`config.mk`:
```
export PLATFORM = sky130hd
export DESIGN_NAME = host_control_sync_interrupt
export DESIGN_NICKNAME = d
export VERILOG_FILES = /design/src/common/gcb_pkg.sv /design/src/verilog/host_control_sync_interrupt.sv /design/src/verilog/sync_counter.sv
export VERILOG_INCLUDE_DIRS = /design/src /design/src/common
export SDC_FILE = /design/constraint.sdc
export NUM_CORES = 1
export LEC_CHECK = 0
export ABC_AREA = 1
export BUFFER_PORTS_ARGS = -buffer_cell sky130_fd_sc_hd__buf_4
export CAP_MARGIN = 20
export CORE_UTILIZATION = 26
export CTS_CLUSTER_DIAMETER = 120
export CTS_CLUSTER_SIZE = 10
export DETAILED_ROUTE_END_ITERATION = 8
export PLACE_DENSITY_LB_ADDON = 0.12
export SYNTH_ARGS = -nofsm -noshare
export SYNTH_HDL_FRONTEND = slang
export SYNTH_SLANG_ARGS = --single-unit
```
`constraint.sdc`:
```
create_clock -name i_clk -period 2.9 [get_ports i_clk]
set_input_delay 0.435 -clock i_clk [delete_from_list [all_inputs] [get_ports i_clk]]
set_output_delay 0.435 -clock i_clk [all_outputs]
set_load 0.02 [all_outputs]
```
`src/common/gcb_consts.svh`:
```
`ifndef GCB_CONSTS_SVH
`define GCB_CONSTS_SVH
// global address map, six-bit port address
`define GCB_A_STATUS     6'h20
`define GCB_A_PAGE       6'h21
`define GCB_A_TRISTATE   6'h22
`define GCB_A_CTRL       6'h23
`define GCB_A_SSEL0      6'h24
`define GCB_A_SSEL1      6'h25
`define GCB_A_CNT_LO     6'h26
`define GCB_A_CNT_HI     6'h27
`define GCB_A_CNT_WIDTH  6'h28
`define GCB_A_IRQ_FLAG   6'h29
`define GCB_A_IRQ_MASK   6'h2a
// control register fields
`define GCB_CTRL_RXCLK_ENA  0
`define GCB_CTRL_ARST_FUNC  1
`define GCB_CTRL_ONESHOT    2
`define GCB_CTRL_INTR_CLR   3
// reset values
`define GCB_RST_PAGE      16'h0000
`define GCB_RST_TRISTATE  11'h7ff
`define GCB_RST_CTRL      4'h3
`define GCB_RST_SSEL      3'h6
`define GCB_RST_IRQ_MASK  16'hffff
// sync select codes
`define GCB_SS_COUNTER    3'h4
`define GCB_SS_ONESHOT    3'h5
`define GCB_SS_ZERO       3'h6
`define GCB_SS_ONE        3'h7
// layout
`define GCB_NUM_SYNC      8
`define GCB_NUM_IRQ       16
`endif

```
`src/common/gcb_pkg.sv`:
```
package gcb_pkg;
  typedef logic [2:0]  sync_sel_t;
  typedef logic [15:0] word_t;
  typedef enum logic [1:0] {
    cnt_idle,
    cnt_down,
    cnt_pulse
  } cnt_state_e;
endpackage : gcb_pkg

```
`src/verilog/host_control_sync_interrupt.sv`:
```
`timescale 1ns/1ps
`include "gcb_consts.svh"
// Contract
// sixteen-bit two-way data bus, six address lines, memory-like port.
// addresses 32..63 are global, 0..31 are paged.
// writing global 33 sets page; paged accesses then use that page.
// top address bit selects global space; page register at 0x21.
// clock enable cleared holds internal receive clock low.
// eleven output-disable bits float their pin groups.
// functional reset holds datapath reset, control registers untouched.
// host uses active-low read, write and chip enable strobes.
// three-strobe mode and two-strobe mode with read held low.
// drive data only with chip enable and read low, write high.
// sync pins sampled on receive clock rising edge.
// sync select codes pick pins, counter, one-shot, zero or one.
// each synchronised function has its own independent sync select.
// one-shot fires only on rising edge of its control bit.
// 32-bit counter loads terminal count on sync, counts down.
// terminal pulse lasts the eight-bit width field in cycles; a zero width gives one cycle here.
// terminal count usable as sync source and on sync out pin.
// output-disable bit zero floats interrupt and sync out pins.
// interrupt active when any unmasked source flagged.
// host reads status, then writes it to clear written sources.
// sixteen sources: eight channel, four input meters, four overflows.
// interrupt clear control holds flags clear and pin low.
module host_control_sync_interrupt (
  // clock and reset
  input  wire logic        i_clk,
  input  wire logic        i_rst_b,
  // host port
  input  wire logic [5:0]  i_addr,
  input  wire logic [15:0] i_data,
  output logic      [15:0] o_data,
  output logic             o_data_oe_b,
  input  wire logic        i_rd_b,
  input  wire logic        i_wr_b,
  input  wire logic        i_ce_b,
  // paged register access
  output logic      [15:0] o_page,
  output logic      [4:0]  o_paged_addr,
  output logic      [15:0] o_paged_wdata,
  output logic             o_paged_wr,
  input  wire logic [15:0] i_paged_rdata,
  // clock, reset and pin control
  input  wire logic        i_rxclk_gate,
  output logic             o_rxclk_int,
  output logic      [10:0] o_pin_group_oe_b,
  output logic             o_datapath_rst,
  // sync
  input  wire logic [3:0]  i_sync_pin,
  output logic      [7:0]  o_sync,
  output logic             o_sync_out,
  output logic             o_sync_out_oe_b,
  // interrupt sources
  input  wire logic [7:0]  i_channel_meter_irq,
  input  wire logic [3:0]  i_input_meter_irq,
  input  wire logic [3:0]  i_overflow_irq,
  output logic             o_irq,
  output logic             o_irq_oe_b
);
  // ****************************************************
  // host port decode
  // ****************************************************
  logic [15:0] page_select;
  logic [15:0] next_page_select;
  logic [10:0] tristate_ctrl;
  logic [10:0] next_tristate_ctrl;
  logic [3:0]  ctrl;
  logic [3:0]  next_ctrl;
  logic [23:0] sync_select;
  logic [23:0] next_sync_select;
  logic [31:0] terminal_count;
  logic [31:0] next_terminal_count;
  logic [7:0]  tc_width;
  logic [7:0]  next_tc_width;
  logic [15:0] irq_mask;
  logic [15:0] next_irq_mask;
  logic [15:0] irq_flag;
  logic [15:0] next_irq_flag;
  logic        wr_q;
  logic        wr_edge;
  logic        is_global;
  logic [15:0] rd_word;
  logic [15:0] irq_src;
  logic        tc;

  // write taken on the rising edge of the strobe pair so data has settled
  assign wr_edge   = wr_q && (i_ce_b || i_wr_b);
  assign is_global = i_addr[5];
  assign irq_src   = {i_overflow_irq, i_input_meter_irq,
                      i_channel_meter_irq};

  logic [5:0] addr_q;
  logic [15:0] data_q;
  logic       next_wr_q;

  always_comb begin
    next_wr_q = !i_ce_b && !i_wr_b;
  end

  always_ff @(posedge i_clk or negedge i_rst_b) begin
    if (!i_rst_b) begin
      wr_q   <= 1'b0;
      addr_q <= 6'h00;
      data_q <= 16'h0000;
    end else begin
      wr_q <= next_wr_q;
      if (next_wr_q) begin
        addr_q <= i_addr;
        data_q <= i_data;
      end
    end
  end

  // ****************************************************
  // global registers
  // ****************************************************
  // control registers survive the functional reset
  always_comb begin
    next_page_select    = page_select;
    next_tristate_ctrl  = tristate_ctrl;
    next_ctrl           = ctrl;
    next_sync_select    = sync_select;
    next_terminal_count = terminal_count;
    next_tc_width       = tc_width;
    next_irq_mask       = irq_mask;
    if (wr_edge && addr_q[5]) begin
      case (addr_q)
        `GCB_A_PAGE:      next_page_select = data_q;
        `GCB_A_TRISTATE:  next_tristate_ctrl = data_q[10:0];
        `GCB_A_CTRL:      next_ctrl = data_q[3:0];
        `GCB_A_SSEL0:     next_sync_select[14:0] = data_q[14:0];
        `GCB_A_SSEL1:     next_sync_select[23:15] = data_q[8:0];
        `GCB_A_CNT_LO:    next_terminal_count[15:0] = data_q;
        `GCB_A_CNT_HI:    next_terminal_count[31:16] = data_q;
        `GCB_A_CNT_WIDTH: next_tc_width = data_q[7:0];
        `GCB_A_IRQ_MASK:  next_irq_mask = data_q;
        default: begin
        end
      endcase
    end
  end

  always_ff @(posedge i_clk or negedge i_rst_b) begin
    if (!i_rst_b) begin
      page_select    <= `GCB_RST_PAGE;
      tristate_ctrl  <= `GCB_RST_TRISTATE;
      ctrl           <= `GCB_RST_CTRL;
      sync_select    <= {`GCB_NUM_SYNC{`GCB_RST_SSEL}};
      terminal_count <= 32'h0;
      tc_width       <= 8'h0;
      irq_mask       <= `GCB_RST_IRQ_MASK;
    end else begin
      page_select    <= next_page_select;
      tristate_ctrl  <= next_tristate_ctrl;
      ctrl           <= next_ctrl;
      sync_select    <= next_sync_select;
      terminal_count <= next_terminal_count;
      tc_width       <= next_tc_width;
      irq_mask       <= next_irq_mask;
    end
  end

  // paged space passes through with the current page
  assign o_page        = page_select;
  assign o_paged_addr  = addr_q[4:0];
  assign o_paged_wdata = data_q;
  assign o_paged_wr    = wr_edge && !addr_q[5];

  // ****************************************************
  // read path
  // ****************************************************
  always_comb begin
    rd_word = 16'h0000;
    if (!is_global) begin
      rd_word = i_paged_rdata;
    end else begin
      case (i_addr)
        `GCB_A_STATUS:    rd_word = {11'h000, tc, ctrl};
        `GCB_A_PAGE:      rd_word = page_select;
        `GCB_A_TRISTATE:  rd_word = {5'h00, tristate_ctrl};
        `GCB_A_CTRL:      rd_word = {12'h000, ctrl};
        `GCB_A_SSEL0:     rd_word = {1'b0, sync_select[14:0]};
        `GCB_A_SSEL1:     rd_word = {7'h00, sync_select[23:15]};
        `GCB_A_CNT_LO:    rd_word = terminal_count[15:0];
        `GCB_A_CNT_HI:    rd_word = terminal_count[31:16];
        `GCB_A_CNT_WIDTH: rd_word = {8'h00, tc_width};
        `GCB_A_IRQ_FLAG:  rd_word = irq_flag;
        `GCB_A_IRQ_MASK:  rd_word = irq_mask;
        default:          rd_word = 16'h0000;
      endcase
    end
  end

  always_ff @(posedge i_clk or negedge i_rst_b) begin
    if (!i_rst_b) begin
      o_data <= 16'h0000;
    end else begin
      o_data <= rd_word;
    end
  end

  // two-strobe mode leaves read low, so write high gates the drive
  assign o_data_oe_b = !(!i_ce_b && !i_rd_b && i_wr_b);

  // ****************************************************
  // clock gate, resets and pin disables
  // ****************************************************
  // gating cell stand-in: enable is a register, so no glitch from logic
  assign o_rxclk_int      = i_rxclk_gate && ctrl[`GCB_CTRL_RXCLK_ENA];
  assign o_datapath_rst   = ctrl[`GCB_CTRL_ARST_FUNC];
  assign o_pin_group_oe_b = tristate_ctrl;
  assign o_irq_oe_b       = tristate_ctrl[0];
  assign o_sync_out_oe_b  = tristate_ctrl[0];

  // ****************************************************
  // sync sources
  // ****************************************************
  logic [3:0] sync_pin_q;
  logic       oneshot_q;
  logic       oneshot;
  logic       next_oneshot;
  logic [7:0] next_sync;

  always_comb begin
    next_oneshot = ctrl[`GCB_CTRL_ONESHOT] && !oneshot_q;
  end

  always_ff @(posedge i_clk or negedge i_rst_b) begin
    if (!i_rst_b) begin
      sync_pin_q <= 4'h0;
      oneshot_q  <= 1'b0;
      oneshot    <= 1'b0;
    end else begin
      sync_pin_q <= i_sync_pin;
      oneshot_q  <= ctrl[`GCB_CTRL_ONESHOT];
      oneshot    <= next_oneshot;
    end
  end

  // slot 0 loads the counter, slot 1 drives the sync out pin
  genvar g;
  generate
    for (g = 0; g < `GCB_NUM_SYNC; g = g + 1) begin : g_sel
      logic [2:0] code;
      assign code = sync_select[3*g+2:3*g];
      always_comb begin
        case (code)
          `GCB_SS_COUNTER: next_sync[g] = tc;
          `GCB_SS_ONESHOT: next_sync[g] = oneshot;
          `GCB_SS_ZERO:    next_sync[g] = 1'b0;
          `GCB_SS_ONE:     next_sync[g] = 1'b1;
          default:         next_sync[g] = sync_pin_q[code[1:0]];
        endcase
      end
    end
  endgenerate

  assign o_sync     = next_sync;
  assign o_sync_out = next_sync[1];

  sync_counter u_counter (
    .i_clk          (i_clk),
    .i_rst_b        (i_rst_b),
    .i_datapath_rst (ctrl[`GCB_CTRL_ARST_FUNC]),
    .i_load         (next_sync[0]),
    .i_terminal     (terminal_count),
    .i_width        (tc_width),
    .o_tc           (tc)
  );

  // ****************************************************
  // interrupts
  // ****************************************************
  always_comb begin
    next_irq_flag = irq_flag;
    if (wr_edge && addr_q == `GCB_A_IRQ_FLAG) begin
      next_irq_flag = irq_flag & ~data_q;
    end
    // a new event in the clearing cycle survives
    next_irq_flag = next_irq_flag | irq_src;
    if (ctrl[`GCB_CTRL_INTR_CLR]) begin
      next_irq_flag = 16'h0000;
    end
  end

  always_ff @(posedge i_clk or negedge i_rst_b) begin
    if (!i_rst_b) begin
      irq_flag <= 16'h0000;
      o_irq    <= 1'b0;
    end else begin
      irq_flag <= next_irq_flag;
      o_irq    <= |(next_irq_flag & ~next_irq_mask) &&
                  !next_ctrl[`GCB_CTRL_INTR_CLR];
    end
  end
endmodule : host_control_sync_interrupt

```
`src/verilog/sync_counter.sv`:
```
`timescale 1ns/1ps
module sync_counter (
  // clock and reset
  input  wire logic        i_clk,
  input  wire logic        i_rst_b,
  // control
  input  wire logic        i_datapath_rst,
  input  wire logic        i_load,
  input  wire logic [31:0] i_terminal,
  input  wire logic [7:0]  i_width,
  // terminal count
  output logic             o_tc
);
  gcb_pkg::cnt_state_e state;
  gcb_pkg::cnt_state_e next_state;
  logic [31:0]         count;
  logic [31:0]         next_count;
  logic [7:0]          pulse;
  logic [7:0]          next_pulse;
  logic                next_tc;

  always_comb begin
    next_state = state;
    next_count = count;
    next_pulse = pulse;
    next_tc    = 1'b0;
    case (state)
      gcb_pkg::cnt_idle: begin
      end
      gcb_pkg::cnt_down: begin
        if (count == 32'h0) begin
          // zero width still gives one cycle so the edge is seen
          next_tc    = 1'b1;
          next_pulse = (i_width == 8'h0) ? 8'h0 : i_width - 8'h1;
          next_state = gcb_pkg::cnt_pulse;
        end else begin
          next_count = count - 32'h1;
        end
      end
      gcb_pkg::cnt_pulse: begin
        if (pulse != 8'h0) begin
          next_tc    = 1'b1;
          next_pulse = pulse - 8'h1;
        end else begin
          next_state = gcb_pkg::cnt_idle;
        end
      end
      default: next_state = gcb_pkg::cnt_idle;
    endcase
    // a sync reloads from any state
    if (i_load) begin
      next_count = i_terminal;
      next_state = gcb_pkg::cnt_down;
      next_tc    = 1'b0;
    end
    if (i_datapath_rst) begin
      next_state = gcb_pkg::cnt_idle;
      next_count = 32'h0;
      next_pulse = 8'h0;
      next_tc    = 1'b0;
    end
  end

  always_ff @(posedge i_clk or negedge i_rst_b) begin
    if (!i_rst_b) begin
      state <= gcb_pkg::cnt_idle;
      count <= 32'h0;
      pulse <= 8'h0;
      o_tc  <= 1'b0;
    end else begin
      state <= next_state;
      count <= next_count;
      pulse <= next_pulse;
      o_tc  <= next_tc;
    end
  end
endmodule : sync_counter

```
==> results.py, run 1 <==
metrics = {
    "final_layout": {
        "drive_above_1_share_pct": 17.2,
        "mostFrequentLayoutCell": "nand2_1",
        "final_cell_mix": "nand2_1 (373), inv_1 (199), buf_4 (177)",
        "area_growth_pct": 22.3,
        "diodes": 0,
        "finish.net_count": 1705,
        "instances_no_fill": 2236,
        "postLayoutCellArea_um2": 14000,
        "fin_util_pct": 32.4,
    },
    "drt": {
        "drt_iter0_drc": 815,
        "wl_per_cell_um": 20.1,
        "drc_errors": 0,
        "ant_nets": 0,
        "via_per_inst": 4.82,
        "wl_mm": 44.8,
        "route.vias.total": 10800,
        "firstDrtPassIters": 5,
    },
    "yosys": {
        "ys_ff_latch": 216,
        "syn_inst": 1481,
        "synth-seq-area-share_pct": 47.5,
        "synth-edff-count": 0,
        "syn_area_um2": 11500,
        "async_flop_share_pct": 100,
        "synth.avg_cell_area_um2": 7.76,
        "syn_nets": 1554,
        "ys_types": 45,
        "ys_warn_count": 0,
        "synth_flop_cell": "dfrtp_1",
        "ys_top_cells_by_area": "dfrtp_1 (37%), nand2_1 (12%), dfstp_2 (10%)",
        "yosysTopAreaCell": "dfrtp_1",
        "synth.top_cell.area_share_pct": 37.3,
    },
    "clock_tree": {
        "cts_setup_buffers": 0,
        "cts_tree": "yes",
        "cts_htree_levels": 1,
        "clock_latency_ns": 0.56,
        "cts_max_path_buffers": 3,
        "cts_sinks": 216,
        "cts-buffers-inserted": 25,
        "root_buffer": "clkbuf_16",
        "path_clk_slew_ns": 0.06,
    },
    "placed_design": {
        "place_hpwl_mm": 33.2,
        "place_area_um2": 13300,
        "placedCellCount": 2185,
        "gp_congestion": 0.844,
        "io_buffers": 143,
    },
    "die": {
        "start_util_pct": 26.5,
        "rows": 76,
        "die_w_um": 212,
        "dieArea_um2": 45000,
        "core_um2": 43400,
        "pin_count": 144,
        "die_h_um": 212,
    },
    "timing": {
        "setup_violations": 0,
        "fin_setup_tns_ns": 0,
        "max_slew.worst_pin.slew_ns": 0.792,
        "maxSlewViolCount": 0,
        "period_minus_slack_ns": 2.64,
        "relSlewSlack_pct": 46.8,
        "hold_viol": 0,
        "fin_worst_skew_ns": 0.0280,
        "fmax_mhz": 379,
        "grt_setup_unrepaired": "false",
        "layout_worst_path_cycle_share_pct": 91.0,
    },
    "setup_path": {
        "end_kind": "output pin",
        "crit_path_start_kind": "flop",
        "worstPathArrival_ns": 2.20,
        "cp_data_required_time_ns": 2.47,
        "worstSetupPathType": "flop to output pin",
        "cp_max_fo": 33,
    },
    "global_routing": {
        "track_usage_pct": 20.1,
        "grt-ovfl-total": 0,
        "antenna_found_initial": 0,
        "grt_pass1_vias": 10500,
        "grt_pass1_wl_mm": 67.7,
        "grt_start_max_net_pins": 71,
    },
    "power_and_ir_drop": {
        "ir_worst_vdd_mv": 0.336,
        "power_density_nw_per_um2": 713,
        "leakagePower_nw": 6.59,
    },
    "outcome": {
        "status": "finished, final reports clean",
    },
    "worst_hold_path": {
        "worstHoldPathType": "input pin to flop",
    },
    "flow_run": {
        "cap_violations": 0,
    },
}
## what timing repair did
| item | in CTS | in global routing |
|---|---|---|
| gates resized for setup | 0 | 0 |
| hold buffers | 5 | 0 |
| endpoints found under the hold margin | 42 | 0 |
## layout make-up
type / count / area, um^2
clock buffers: 44 / 697
well taps: 585 / 732
inverters: 208 / 781
clock inverters: 2 / 38.8
repair buffers: 185 / 1430
flip-flops and latches: 216 / 5460
multi-input cells: 996 / 4900
fillers: 4765 / 29300
## state kept, by name, summed over array words and instances (netlist names)
name	count
sync_select	24
sync_pin_q	4
ctrl	4
oneshot_q	1
o_paged_wdata	16
wr_q	1
oneshot	1
o_page	16
terminal_count	32
o_irq	1
addr_q	6
irq_mask	16
u_counter.pulse	8
o_data	16
u_counter.count	32
u_counter.state	2
o_pin_group_oe_b	11
u_counter.o_tc	1
irq_flag	16
tc_width	8
## cells by family (layout without fill, tap and decap cells)
| group | count (synthesis) | count (layout) | synth area share [%] |
|---|---|---|---|
| AOI/OAI and AO/OA | 337 | 337 | 16.7 |
| xor gates and xnor gates | 12 | 12 | 0.915 |
| adders and majority gates | 9 | 9 | 0.980 |
| buffers and inverters | 269 | 439 | 9.81 |
| DFF | 216 | 216 | 47.5 |
| and+or+nand+nor | 638 | 638 | 24.0 |
## worst paths after layout
| kind | from | end | slack (ns) | depth (start not counted) |
|---|---|---|---|---|
| max reg2reg | addr_q[4] | o_irq | 0.74 | 11 |
| max in group asynchronous | i_rst_b | o_pin_group_oe_b[6] | 1.61 | 3 |
| max | sync_select[2] | o_sync[0] | 0.26 | 6 |
| min | i_data[8] | o_paged_wdata[8] | 0.09 | 3 |
| min reg2reg | oneshot_q | oneshot | 0.40 | 1 |
| min in group asynchronous | i_rst_b | u_counter.count[25] | 0.41 | 2 |
## metal layers
| layer | GRT usage, % | vias to the layer above | share of wire [%] |
|---|---|---|---|
| met2 | 31.7 | 279 | 45 |
| met1 | 29.0 | 5230 | 48 |
| met3 | 2.57 | 58 | 4.4 |
| met4 | 5.07 | 0 | 2.0 |
| li1 | - | 5201 | - |
| met5 | 0 | - | 0 |
## power breakdown
part	total, W	internal [W]	switching [W]
clock	0.00303	0.00171	0.00133
combinational	0.00296	0.00101	0.00195
sequential	0.00402	0.00352	0.000500
total	0.0100	0.00624	0.00378
## cell usage after synthesis, drive strengths merged (10+ instances only)
cell,instances
nand2,378
inv,206
o21ai,196
dfrtp,171
nor2,112
nand3,79
a21oi,46
dfstp,45
nand4,38
buf,32
clkbuf,29
o22ai,23
a31oi,18
nor3,18
o311ai,14
a221oi,10
o211ai,10
## critical path, cell delays in order, from the launching register on
cell      delay (ns)
dfstp_2         0.59
a21oi_1         0.08
o21ai_0         0.07
o311ai_1        0.13
nand2_2         0.19
buf_4           0.37
buf_4           0.22
## per-stage QoR
| stage | hold slack [ns] | power [W] | setup WS (ns) |
|---|---|---|---|
| 5_1_grt | 0.0990 | 0.0107 | 0.0968 |
| 6_report | 0.0910 | 0.0100 | 0.262 |
| 2_1_floorplan | 0.139 | 0.00590 | 1.05 |
| 3_5_place_dp | 0.401 | 0.00704 | 0.543 |
| 3_3_place_gp | 0.379 | 0.00704 | 0.560 |
| 4_1_cts | 0.0729 | 0.0101 | 0.192 |
(Power assumes the default switching activity.)
==> inputs of run 2 (changes only) <==
--- a/config.mk
+++ b/config.mk
@@ -10,10 +10,12 @@
 export BUFFER_PORTS_ARGS = -buffer_cell sky130_fd_sc_hd__buf_4
 export CAP_MARGIN = 20
 export CORE_UTILIZATION = 26
+export CTS_BUF_LIST = sky130_fd_sc_hd__clkbuf_8
 export CTS_CLUSTER_DIAMETER = 120
 export CTS_CLUSTER_SIZE = 10
 export DETAILED_ROUTE_END_ITERATION = 8
 export PLACE_DENSITY_LB_ADDON = 0.12
+export REMOVE_ABC_BUFFERS = 1
 export SYNTH_ARGS = -nofsm -noshare
 export SYNTH_HDL_FRONTEND = slang
 export SYNTH_SLANG_ARGS = --single-unit
==> run 2 against run 1 <==
Net effect: sequential cell count did not move; clock-buffer cell count fell by 19; non-clock buffer count shrank 1; clock power fell by 30%; core utilization shrank 0.64 points; critical endpoint unchanged; critical path type unchanged; final area fell by 2.0%; wire length is 1.3% lower; register-to-register slack barely moved; combinational power down 1%; largest power group unchanged; critical path depth decreased by 1; hold slack got worse by 0.042 ns.
==> results.py, run 2 (synthesis gave the netlist of run 1 again) <==
metrics = {
    "final_layout": {
        "mostFrequentLayoutCell": "nand2_1",
        "drive_above_1_share_pct": 17.1,
        "postLayoutCellArea_um2": 13800,
        "finish.net_count": 1704,
        "area_growth_pct": 19.9,
        "largest_registers": "terminal_count x32, u_counter.count x32, sync_select x24",
        "final_cell_mix": "nand2_1 (373), inv_1 (218), buf_4 (174)",
        "instances_no_fill": 2235,
    },
    "global_routing": {
        "grt-ovfl-total": 0,
        "grt_pass1_vias": 10600,
        "grt_pass1_wl_mm": 67.5,
        "track_usage_pct": 20.0,
        "antenna_found_initial": 0,
        "grt_start_max_net_pins": 88,
    },
    "clock_tree": {
        "path_clk_slew_ns": 0.09,
        "cts_htree_levels": 1,
        "cts-buffers-inserted": 25,
        "cts_tree": "yes",
        "root_buffer": "clkbuf_8",
        "cts_sinks": 216,
        "clock_latency_ns": 0.59,
        "cts_setup_buffers": 0,
        "cts_max_path_buffers": 3,
    },
    "placed_design": {
        "place_area_um2": 13300,
        "placedCellCount": 2184,
        "place_hpwl_mm": 32.3,
        "io_buffers": 143,
        "gp_congestion": 0.876,
    },
    "worst_hold_path": {
        "hold_depth": 3,
        "hold_end": "o_paged_wdata[6]",
        "worstHoldPathType": "input pin to flop",
        "worstHoldStart": "i_data[6]",
    },
    "timing": {
        "fmax_mhz": 376,
        "fin_setup_tns_ns": 0,
        "fin_worst_skew_ns": 0.0177,
        "grt_setup_unrepaired": "false",
        "layout_worst_path_cycle_share_pct": 91.7,
        "maxSlewViolCount": 0,
        "max_slew.worst_pin.slew_ns": 0.828,
        "period_minus_slack_ns": 2.66,
        "hold_viol": 0,
        "relSlewSlack_pct": 44.8,
        "setup_violations": 0,
    },
    "die": {
        "core_um2": 43400,
        "rows": 76,
        "dieArea_um2": 45000,
        "pin_count": 144,
        "start_util_pct": 26.5,
        "die_w_um": 212,
        "die_h_um": 212,
    },
    "setup_path": {
        "cp_slowest_cell": "dfstp_2",
        "worstPathArrival_ns": 2.22,
        "crit_family": "flip-flops",
        "crit_chain": "inv_1 > o311ai_1 > nand2_2 > buf_6 > buf_4",
        "reg2reg_to": "o_irq",
        "r2r_slack_ns": 0.75,
        "critPathBufInv": 3,
        "worstSetupPathType": "flop to output pin",
        "end_kind": "output pin",
        "cp_max_fo": 29,
        "critPathMaxStageDelay_ns": 0.58,
        "reg2reg_depth": 13,
        "cp_data_required_time_ns": 2.47,
        "regToRegStartpoint": "addr_q[3]",
        "crit_path_start_kind": "flop",
    },
    "drt": {
        "drc_errors": 0,
        "ant_nets": 0,
        "wl_per_cell_um": 19.8,
        "firstDrtPassIters": 5,
        "wl_mm": 44.2,
        "route.vias.total": 10700,
        "drt_iter0_drc": 849,
        "via_per_inst": 4.79,
    },
    "power_and_ir_drop": {
        "leakagePower_nw": 6.53,
        "power_density_nw_per_um2": 658,
        "power_w": 0.00906,
        "netSwitchingFraction_pct": 40.3,
        "switchingPower_w": 0.00365,
        "seqPwrFrac_pct": 44.4,
        "ir_worst_vdd_mv": 0.250,
        "intPower_w": 0.00541,
        "p_comb_share_pct": 32.2,
        "clock_power_share_pct": 23.4,
    },
    "flow_run": {
        "cap_violations": 0,
    },
    "outcome": {
        "status": "finished, final reports clean",
    },
}
==> run 2: cell types whose count changed in the layout (fill, tap and decap cells not counted) <==
cell | before | now
buf_4 | 177 | 174
diode_2 | 0 | 1
clkbuf_1 | 19 | 0
buf_6 | 0 | 1
inv_6 | 1 | 0
clkbuf_16 | 25 | 0
clkbuf_8 | 0 | 25
buf_12 | 2 | 3
inv_1 | 199 | 218
==> run 2: area by class of cell <==
cell class,instances,area (um^2)
Fill cell,4797,29600
Clock buffer,25,344
Multi-Input combinational cell,996,4900
Clock inverter,20,101
Tap cell,585,732
Timing Repair Buffer,184,1440
Antenna cell,1,2.50
Inverter,208,781
Sequential cell,216,5460
==> run 2: worst max-delay path by stage <==
stage | start | end | cells after the start
2_1_floorplan | sync_select[1] | u_counter.count[0] | 9
3_3_place_gp | i_addr[5] | o_data[4] | 8
3_5_place_dp | i_addr[5] | o_data[4] | 8
4_1_cts | sync_select[2] | o_sync[0] | 6
5_1_grt | sync_select[2] | o_sync[0] | 6
6_report | sync_select[1] | o_sync[0] | 5
==> run 2: metrics by stage <==
step	worst slack, ns	util (%)	hold slack (ns)
after floorplan	0.461	-	0.139
after global placement	0.366	30.6	0.383
after detailed placement	0.389	30.6	0.387
after CTS	0.136	31.7	0.0155
after global routing	0.0528	31.7	0.0298
final	0.242	31.7	0.0487
==> run 2: power by group through the flow <==
stage | registers, W | clock network, W | logic [W]
after global routing | 0.00409 | 0.00230 | 0.00333
after CTS | 0.00402 | 0.00218 | 0.00294
after floorplan | 0.00400 | 0 | 0.00179
after global placement | 0.00408 | 0 | 0.00291
after detailed placement | 0.00407 | 0 | 0.00292
final | 0.00402 | 0.00212 | 0.00292
==> run 2: what timing repair did <==
action | CTS | global route
resized for setup | 0 | 1
endpoints found under the setup margin | 0 | 1
hold endpoints to repair | 66 | 0
hold buffers | 5 | 0
==> run 2: worst reg2reg max path: stages, from the launching register on <==
cell and delay [ns]:
dfrtp_1 0.55, inv_2 0.10, nor2_4 0.13, nand2_1 0.08, nor2_2 0.10, nand2_2 0.26, nand2_1 0.14, o21ai_0 0.11
nand3_1 0.11, nand2_1 0.13, nor2_1 0.13, nand2_1 0.06, nor2_1 0.09, nor2_1 0.05
==> run 2: routing by layer <==
metal / track usage (%) / vias up / share of wire, %
met1: 28.7 / 5223 / 48
met3: 1.91 / 43 / 3.8
li1: - / 5191 / -
met4: 4.10 / 0 / 1.5
met2: 32.4 / 255 / 47
met5: 0 / - / 0
